`src/rtl/l2_cache_regs.svh`:
```
`ifndef L2_CACHE_REGS_SVH
`define L2_CACHE_REGS_SVH

// bit positions count from the lsb; bit 0 of the control word is bit 31 here
`define L2C_EN_BIT 31
`define L2C_RAM_MSB 24
`define L2C_RAM_LSB 23
`define L2C_DO_BIT 22
`define L2C_INV_BIT 21
`define L2C_CTL_BIT 20
`define L2C_WT_BIT 19
`define L2C_TS_BIT 18
`define L2C_OH_MSB 17
`define L2C_OH_LSB 16
`define L2C_SL_BIT 15
`define L2C_IO_BIT 10
`define L2C_RESET 32'h0000_0000
`define L2C_WR_MASK 32'h81ff_8400
`define L2C_RAM_PIPELINED 2'b10
`define L2C_OH_0P8NS 2'b01

`endif

```
`src/rtl/l2_cache_pkg.sv`:
```
package l2_cache_pkg;

   typedef enum logic [2:0]
   {
      K_IFETCH = 3'b000,
      K_LOAD = 3'b001,
      K_STORE = 3'b010,
      K_STORE_SINGLE = 3'b011,
      K_PUSH = 3'b100,
      K_ZERO = 3'b101,
      K_CASTOUT = 3'b110
   } req_kind_e;

   typedef enum logic
   {
      BEAT_IDLE = 1'b0,
      BEAT_RUN = 1'b1
   } beat_state_e;

   typedef enum logic
   {
      INV_IDLE = 1'b0,
      INV_WALK = 1'b1
   } inv_state_e;

endpackage : l2_cache_pkg

```
`src/rtl/l2_status_array.sv`:
```
`timescale 1ns/1ps
module l2_status_array #(
   parameter int SETS = 16,
   parameter int IDX_W = 4
) (
   // clock and reset
   input wire logic clk,
   input wire logic rst_n,
   // lookup
   input wire logic [IDX_W-1:0] rd_idx,
   output logic rd_valid,
   output logic rd_dirty,
   // update
   input wire logic wr_en,
   input wire logic [IDX_W-1:0] wr_idx,
   input wire logic wr_valid,
   input wire logic wr_dirty,
   // global invalidate walk
   input wire logic inv_go,
   output logic inv_busy_q,
   output logic inv_last
);
   import l2_cache_pkg::*;

   inv_state_e state_q;
   logic [IDX_W-1:0] walk_q;
   logic [SETS-1:0] valid_q;
   logic [SETS-1:0] dirty_q;

   assign inv_last = (state_q == INV_WALK) && (walk_q == IDX_W'(SETS - 1));
   assign rd_valid = valid_q[rd_idx];
   assign rd_dirty = dirty_q[rd_idx];
   assign inv_busy_q = (state_q == INV_WALK);

   always_ff @(posedge clk or negedge rst_n)
   begin
      if (!rst_n)
      begin
         state_q <= INV_IDLE;
         walk_q <= '0;
      end
      else
      begin
         case (state_q)
            INV_IDLE:
            begin
               if (inv_go)
               begin
                  state_q <= INV_WALK;
                  walk_q <= '0;
               end
            end
            INV_WALK:
            begin
               walk_q <= walk_q + 1'b1;
               if (inv_last)
               begin
                  state_q <= INV_IDLE;
               end
            end
            default:
            begin
               state_q <= INV_IDLE;
            end
         endcase
      end
   end

   // one set per cycle keeps the clear path as small as a normal write
   genvar g;
   generate
      for (g = 0; g < SETS; g++)
      begin : g_set
         always_ff @(posedge clk or negedge rst_n)
         begin
            if (!rst_n)
            begin
               valid_q[g] <= 1'b0;
               dirty_q[g] <= 1'b0;
            end
            else if (state_q == INV_WALK && walk_q == IDX_W'(g))
            begin
               valid_q[g] <= 1'b0;
               dirty_q[g] <= 1'b0;
            end
            else if (wr_en && wr_idx == IDX_W'(g))
            begin
               valid_q[g] <= wr_valid;
               dirty_q[g] <= wr_dirty;
            end
         end
      end
   endgenerate

endmodule : l2_status_array

```
`src/rtl/l2_beat_addr.sv`:
```
`timescale 1ns/1ps
module l2_beat_addr #(
   parameter int IDX_W = 4,
   parameter int BEAT_W = 2
) (
   // clock and reset
   input wire logic clk,
   input wire logic rst_n,
   // line request
   input wire logic start,
   input wire logic [IDX_W-1:0] base_idx,
   // sram address side
   output logic [IDX_W+BEAT_W-1:0] sram_addr_q,
   output logic sram_strobe_q,
   output logic busy_q,
   output logic last
);
   import l2_cache_pkg::*;

   beat_state_e state_q;
   logic [BEAT_W-1:0] cnt_q;

   assign busy_q = (state_q == BEAT_RUN);
   assign last = busy_q && (cnt_q == {BEAT_W{1'b1}});

   // a fresh address with its own strobe on every beat, never a burst advance
   always_ff @(posedge clk or negedge rst_n)
   begin
      if (!rst_n)
      begin
         state_q <= BEAT_IDLE;
         cnt_q <= '0;
         sram_addr_q <= '0;
         sram_strobe_q <= 1'b0;
      end
      else
      begin
         case (state_q)
            BEAT_IDLE:
            begin
               sram_strobe_q <= start;
               if (start)
               begin
                  state_q <= BEAT_RUN;
                  cnt_q <= '0;
                  sram_addr_q <= {base_idx, {BEAT_W{1'b0}}};
               end
            end
            BEAT_RUN:
            begin
               if (last)
               begin
                  state_q <= BEAT_IDLE;
                  sram_strobe_q <= 1'b0;
               end
               else
               begin
                  cnt_q <= cnt_q + 1'b1;
                  sram_addr_q <= sram_addr_q + 1'b1;
                  sram_strobe_q <= 1'b1;
               end
            end
            default:
            begin
               state_q <= BEAT_IDLE;
            end
         endcase
      end
   end

endmodule : l2_beat_addr

```
`src/rtl/l2_cache_mode_control.sv`:
```
`timescale 1ns/1ps
`include "l2_cache_regs.svh"

module l2_cache_mode_control #(
   parameter int SETS = 16,
   parameter int IDX_W = 4,
   parameter int BEAT_W = 2
) (
   // clock and reset
   input wire logic clk,
   input wire logic rst_n,
   // special register port
   input wire logic spr_wr_en,
   input wire logic [31:0] spr_wdata,
   output logic [31:0] spr_rdata_q,
   // l1 transaction request
   input wire logic req_valid,
   input wire l2_cache_pkg::req_kind_e req_kind,
   input wire logic [IDX_W-1:0] req_idx,
   input wire logic req_tag_match,
   output logic req_ready_q,
   // decision
   output logic resp_valid_q,
   output logic resp_hit_q,
   output logic resp_alloc_q,
   output logic resp_l2_write_q,
   output logic resp_dirty_q,
   output logic resp_bus_write_q,
   output logic resp_broadcast_q,
   // power state
   input wire logic nap_in,
   input wire logic sleep_in,
   output logic cache_ram_low_power_out_q,
   // sram and dll configuration
   output logic [IDX_W+BEAT_W-1:0] sram_addr_q,
   output logic sram_strobe_q,
   output logic sram_pipelined_q,
   output logic [1:0] output_hold_select_q,
   output logic hold_0p8ns_q,
   output logic dll_slow_taps_q,
   output logic invalidate_busy_q
);
   import l2_cache_pkg::*;

   localparam int INV_MAX = 40;

   logic [31:0] ctl_q;
   logic [31:0] ctl_d;
   wire en = ctl_q[`L2C_EN_BIT];
   wire data_only = ctl_q[`L2C_DO_BIT];
   wire instr_only = ctl_q[`L2C_IO_BIT];
   wire wt = ctl_q[`L2C_WT_BIT];
   wire ts = ctl_q[`L2C_TS_BIT];

   // only implemented fields store; other bits read as zero
   assign ctl_d = spr_wr_en ? (spr_wdata & `L2C_WR_MASK) : ctl_q;
   wire inv_go = spr_wr_en && spr_wdata[`L2C_INV_BIT] && !ctl_q[`L2C_INV_BIT];

   always_ff @(posedge clk or negedge rst_n)
   begin
      if (!rst_n)
      begin
         ctl_q <= `L2C_RESET;
      end
      else
      begin
         ctl_q <= ctl_d;
      end
   end

   assign spr_rdata_q = ctl_q;

   // status lookup and decision
   logic st_valid;
   logic inv_last;
   logic beat_busy;
   logic beat_last;
   wire accept = req_valid && req_ready_q;
   wire is_data = (req_kind != K_IFETCH);
   wire is_read = (req_kind == K_IFETCH) || (req_kind == K_LOAD);
   wire is_push = (req_kind == K_PUSH);
   wire is_single = (req_kind == K_STORE_SINGLE);
   wire is_write = (req_kind == K_STORE) || is_single || (req_kind == K_ZERO) ||
                   (req_kind == K_CASTOUT);
   // enable is sampled per request, so it takes hold on the next transaction
   wire hit = en && st_valid && req_tag_match;
   wire alloc_ok = en && !(data_only && instr_only)
                   && (!data_only || is_data)
                   && (!instr_only || !is_data);
   wire fill = !hit && alloc_ok && is_read;
   wire push_l2 = is_push && ts && (hit || alloc_ok);
   wire push_inval = is_push && !ts && hit;
   wire l2_write = (is_write && (hit || alloc_ok)) || push_l2;
   wire alloc = fill || (l2_write && !hit);
   wire single_miss_held = ts && is_single && !hit;
   wire bus_write = ((is_push && !ts)
                    || (is_write && !l2_write)
                    || (l2_write && wt && !is_push))
                    && !single_miss_held;
   wire broadcast = (req_kind == K_ZERO) && !ts;
   wire wr_dirty = l2_write && !wt;
   wire wr_en = accept && (alloc || l2_write || push_inval);
   wire needs_line = accept && (fill || l2_write || (hit && is_read));
   // back-to-back lines would merge strobes, so one idle cycle is kept between them
   wire ready_d = !needs_line && (!beat_busy || beat_last) && !inv_go &&
                  (!invalidate_busy_q || inv_last);

   l2_status_array #(
      .SETS(SETS),
      .IDX_W(IDX_W)
   ) l2_status_array_inst (
      .clk(clk),
      .rst_n(rst_n),
      .rd_idx(req_idx),
      .rd_valid(st_valid),
      .rd_dirty(),
      .wr_en(wr_en),
      .wr_idx(req_idx),
      .wr_valid(!push_inval),
      .wr_dirty(wr_dirty),
      .inv_go(inv_go),
      .inv_busy_q(invalidate_busy_q),
      .inv_last(inv_last)
   );

   l2_beat_addr #(
      .IDX_W(IDX_W),
      .BEAT_W(BEAT_W)
   ) l2_beat_addr_inst (
      .clk(clk),
      .rst_n(rst_n),
      .start(needs_line),
      .base_idx(req_idx),
      .sram_addr_q(sram_addr_q),
      .sram_strobe_q(sram_strobe_q),
      .busy_q(beat_busy),
      .last(beat_last)
   );

   always_ff @(posedge clk or negedge rst_n)
   begin
      if (!rst_n)
      begin
         req_ready_q <= 1'b0;
         resp_valid_q <= 1'b0;
         resp_hit_q <= 1'b0;
         resp_alloc_q <= 1'b0;
         resp_l2_write_q <= 1'b0;
         resp_dirty_q <= 1'b0;
         resp_bus_write_q <= 1'b0;
         resp_broadcast_q <= 1'b0;
      end
      else
      begin
         req_ready_q <= ready_d;
         resp_valid_q <= accept;
         resp_hit_q <= accept && hit;
         resp_alloc_q <= accept && alloc;
         resp_l2_write_q <= accept && l2_write;
         resp_dirty_q <= accept && wr_dirty;
         resp_bus_write_q <= accept && bus_write;
         resp_broadcast_q <= accept && broadcast;
      end
   end

   // configuration outputs; the ram-sleep pin follows the power state only while the L2C_CTL_BIT field is set, whether or not the cache is enabled
   always_ff @(posedge clk or negedge rst_n)
   begin
      if (!rst_n)
      begin
         cache_ram_low_power_out_q <= 1'b0;
         sram_pipelined_q <= 1'b0;
         output_hold_select_q <= 2'b00;
         hold_0p8ns_q <= 1'b0;
         dll_slow_taps_q <= 1'b0;
      end
      else
      begin
         cache_ram_low_power_out_q <= ctl_q[`L2C_CTL_BIT] && (nap_in || sleep_in);
         sram_pipelined_q <= (ctl_q[`L2C_RAM_MSB:`L2C_RAM_LSB] == `L2C_RAM_PIPELINED);
         output_hold_select_q <= ctl_q[`L2C_OH_MSB:`L2C_OH_LSB];
         hold_0p8ns_q <= (ctl_q[`L2C_OH_MSB:`L2C_OH_LSB] == `L2C_OH_0P8NS);
         dll_slow_taps_q <= ctl_q[`L2C_SL_BIT];
      end
   end
endmodule : l2_cache_mode_control

```
`config.mk`:
```
export PLATFORM = sky130hd
export DESIGN_NAME = l2_cache_mode_control
export DESIGN_NICKNAME = d
export VERILOG_FILES = /design/src/rtl/l2_cache_pkg.sv /design/src/rtl/l2_status_array.sv /design/src/rtl/l2_beat_addr.sv /design/src/rtl/l2_cache_mode_control.sv
export VERILOG_INCLUDE_DIRS = /design/src /design/src/rtl
export SDC_FILE = /design/constraint.sdc
export NUM_CORES = 1
export LEC_CHECK = 0
export BUFFER_PORTS_ARGS = -buffer_cell sky130_fd_sc_hd__clkbuf_2
export CAP_MARGIN = 5
export CORE_ASPECT_RATIO = 1.5
export CORE_MARGIN = 2
export CORE_UTILIZATION = 56
export DETAILED_ROUTE_END_ITERATION = 7
export PLACE_DENSITY_LB_ADDON = 0.2
export SYNTH_ARGS = -nofsm -noshare
export SYNTH_HDL_FRONTEND = slang
export SYNTH_SLANG_ARGS = --single-unit
```
`constraint.sdc`:
```
create_clock -name clk -period 2.73 [get_ports clk]
set_input_delay 0.546 -clock clk [delete_from_list [all_inputs] [get_ports clk]]
set_output_delay 0.546 -clock clk [all_outputs]
set_load 0.03 [all_outputs]
```
==> run summary <==
CTS tree -> yes
GR Util All Layers -> 0.245
Synth top area share -> 0.432
Worst Skew -> 0.00866 ns
Async SR Flop Fraction -> 1.00
Clk sinks -> 56
Synth area leader -> dfrtp_1
Drt drc -> 0
Number of synthesized flops with an enable pin -> 0
Vias -> 2660
PD cells -> 806 nW/µm²
Grt ovf -> 0
Critical Path Max Stage Delay -> 0.33 ns
Final min period -> 2.28 ns
Initial DRC count -> 113
Final WL -> 7500 µm
Largest net degree at the start of global routing -> 31
Initial core utilization -> 0.586
CTS Buf Count -> 5
H-tree Lvls -> 2
Die ar. -> 6420 µm²
Post-DP HPWL -> 5760 µm
Number of global-route vias before repair -> 2576
Pre-Repair DR Iteration Count -> 4
Top FF cell, synth -> dfrtp_1
Crit path required time -> 2.94 ns
I/O pins -> 100
Register area share after synthesis -> 0.432
Slew headroom -> 0.518
Layout Nets -> 436
Worst reg2reg path depth -> 6
Vias/cell -> 5.85
ANT nets after route -> 0
Critical Path End Type -> register
Synth area leaders -> dfrtp_1 43%, buf_4 4.9%, mux2_2 4.9%, nand2_1 3.0%, nand3_1 2.9%
# Max-Cap Violations -> 0
Worst Tran Pin Value -> 0.724 ns
R2R setup slack -> 0.62 ns
Final Cell Area -> 3610 µm²
Final Wtd Congestion -> 0.918
Yosys warning count -> 0
Gate Count Post-Synth -> 331
CTS max path bufs -> 2
Wire length per cell -> 16.5 µm
WHS -> 0.261 ns
Die width -> 66.1 µm
First-pass GRT wire length -> 12200 µm
Buffers inserted by post-CTS timing repair -> 0
Overall power -> 2.91 mW
Setup TNS -> 0 ns
Final Max Tran Viols -> 0
Critical path class -> in -> reg
Skew-Pair Late Insertion Delay -> 0.32 ns
Max frequency -> 439 MHz
Num rows -> 33
Static leakage -> 1.65 nW
CP Cell Sequence -> clkbuf_2 -> buf_4 -> mux2i_1 -> a22oi_1 -> o211ai_1 -> and3_4 -> or2_1 -> o311ai_1
Seq cells post-synth -> 56
Outcome -> finished clean
Peak VDD IR -> 0.433 mV
DP Area -> 3510 µm²
Count leader, synth -> dfrtp_1
Crit path arrival time -> 2.49 ns
Number of distinct library cells after synthesis -> 58
Fin util -> 0.652
CTS Root Cell -> clkbuf_8
# diodes -> 0
Fin crit share -> 0.835
Worst r2r src -> l2_status_array_inst.valid_q[13]$_DFFE_PN0P_
Area delta synth->final -> 11.3%
Cell area after synthesis -> 3240 µm²
Post-CTS Hold Fix Bufs -> 0
Final setup fails -> 0
Final hold vios -> 0
Post-Syn Area per Cell -> 9.79 µm²
Commonest cells in the synthesized netlist -> 56 x dfrtp_1, 26 x nand2_1, 21 x buf_4
Clk pin slew, worst setup/hold paths -> 0.11 ns
RSZ-0062 raised after global routing -> false
Worst min path class -> in -> async
Reg2reg end -> l2_beat_addr_inst.sram_addr_q[5]$_DFFE_PN0P_
Initial antenna violation count -> 0
Chip height -> 97.2 µm
Core area -> 5530 µm²
Critical path startpoint category -> input pin
Slowest-stage cell, CP -> and3_4
IO buf count -> 59
CP Max Fanout -> 13
Gates resized, CTS repair -> 0
Share of layout cells above drive strength 1 -> 0.262
worst max-delay path by stage:
stage | end | depth (start not counted) | slack (ns) | from
final | l2_beat_addr_inst.sram_addr_q[5]$_DFFE_PN0P_ | 8 | 0.45 | req_idx[1]
after detailed placement | l2_beat_addr_inst.sram_addr_q[5]$_DFFE_PN0P_ | 8 | 0.17 | req_idx[1]
after CTS | l2_beat_addr_inst.sram_addr_q[5]$_DFFE_PN0P_ | 8 | 0.50 | req_idx[1]
after global placement | l2_status_array_inst.valid_q[3]$_DFFE_PN0P_ | 6 | 0.24 | req_idx[1]
after global routing | l2_beat_addr_inst.sram_addr_q[5]$_DFFE_PN0P_ | 8 | 0.37 | req_idx[1]
after floorplan | l2_status_array_inst.valid_q[0]$_DFFE_PN0P_ | 8 | 0.60 | req_kind[2]
critical path: cells and delay by family:
| kind | cells | cell delay (ns) |
|---|---|---|
| muxes | 1 | 0.12 |
| and+or+nand+nor | 2 | 0.60 |
| buffers and inverters | 2 | 0.32 |
| AOI/OAI and AO/OA | 3 | 0.90 |
cells by family (layout without fill, tap and decap cells):
logic type,count (synthesis),count (layout),share of synthesized area
AOI/OAI and AO/OA,76,76,0.185
xor gates and xnor gates,8,8,0.0216
adders and majority gates,6,6,0.0232
buffers and inverters,53,88,0.0903
DFF,56,56,0.432
muxes,19,19,0.0680
other,1,20,0.00116
and+or+nand+nor,112,112,0.178
per-layer routing:
metal | vias up | GRT usage | wire [µm] | share of wire
met2 | 92 | 0.422 | 3920 | 0.52
met3 | 25 | 0.0382 | 345 | 0.046
met5 | - | 0 | 0 | 0
li1 | 1260 | - | - | -
met4 | 0 | 0.118 | 288 | 0.038
met1 | 1283 | 0.288 | 2950 | 0.39
power by group:
group / switching (mW) / internal, mW
clock network: 0.300 / 0.188
logic: 0.680 / 0.454
registers: 0.260 / 1.02
per-stage QoR:
stage                     setup slack, ns  cells
after floorplan                     0.605    350
after global placement              0.244    447
after detailed placement            0.171    447
after CTS                           0.500    455
after global routing                0.372    455
final                               0.451    455
cell type report:
| class | instances | area (µm²) |
|---|---|---|
| inverters | 16 | 60.1 |
| clock inverters | 3 | 25.0 |
| fillers | 505 | 1930 |
| well taps | 70 | 87.6 |
| clock buffers | 5 | 68.8 |
| repair buffers | 64 | 345 |
| multi-input cells | 241 | 1620 |
| flip-flops and latches | 56 | 1400 |
layout by cell type, fill, tap and decap left out, drive strengths merged, types with 4 or more instances in the layout:
master and count:
xnor2 7, a21oi 9, mux2i 4, a221oi 5, nand3 19, inv 18, nand2 26, nor2b 8
or3 8, o21a 4, nor3 14, nor2 19, and3 4, buf 5, o21ai 16, conb 20
mux2 14, a21o 4, clkbuf 64, a21boi 5, o211ai 5, ha 6, dfrtp 56, o211a 7
registers in the layout (all words and copies together) (netlist names), 2 cells and up:
register / cells
l2_status_array_inst.valid_q: 16
spr_rdata_q: 12
l2_beat_addr_inst.sram_addr_q: 6
l2_status_array_inst.walk_q: 4
l2_beat_addr_inst.cnt_q: 2
output_hold_select_q: 2
(Power assumes the default switching activity.)
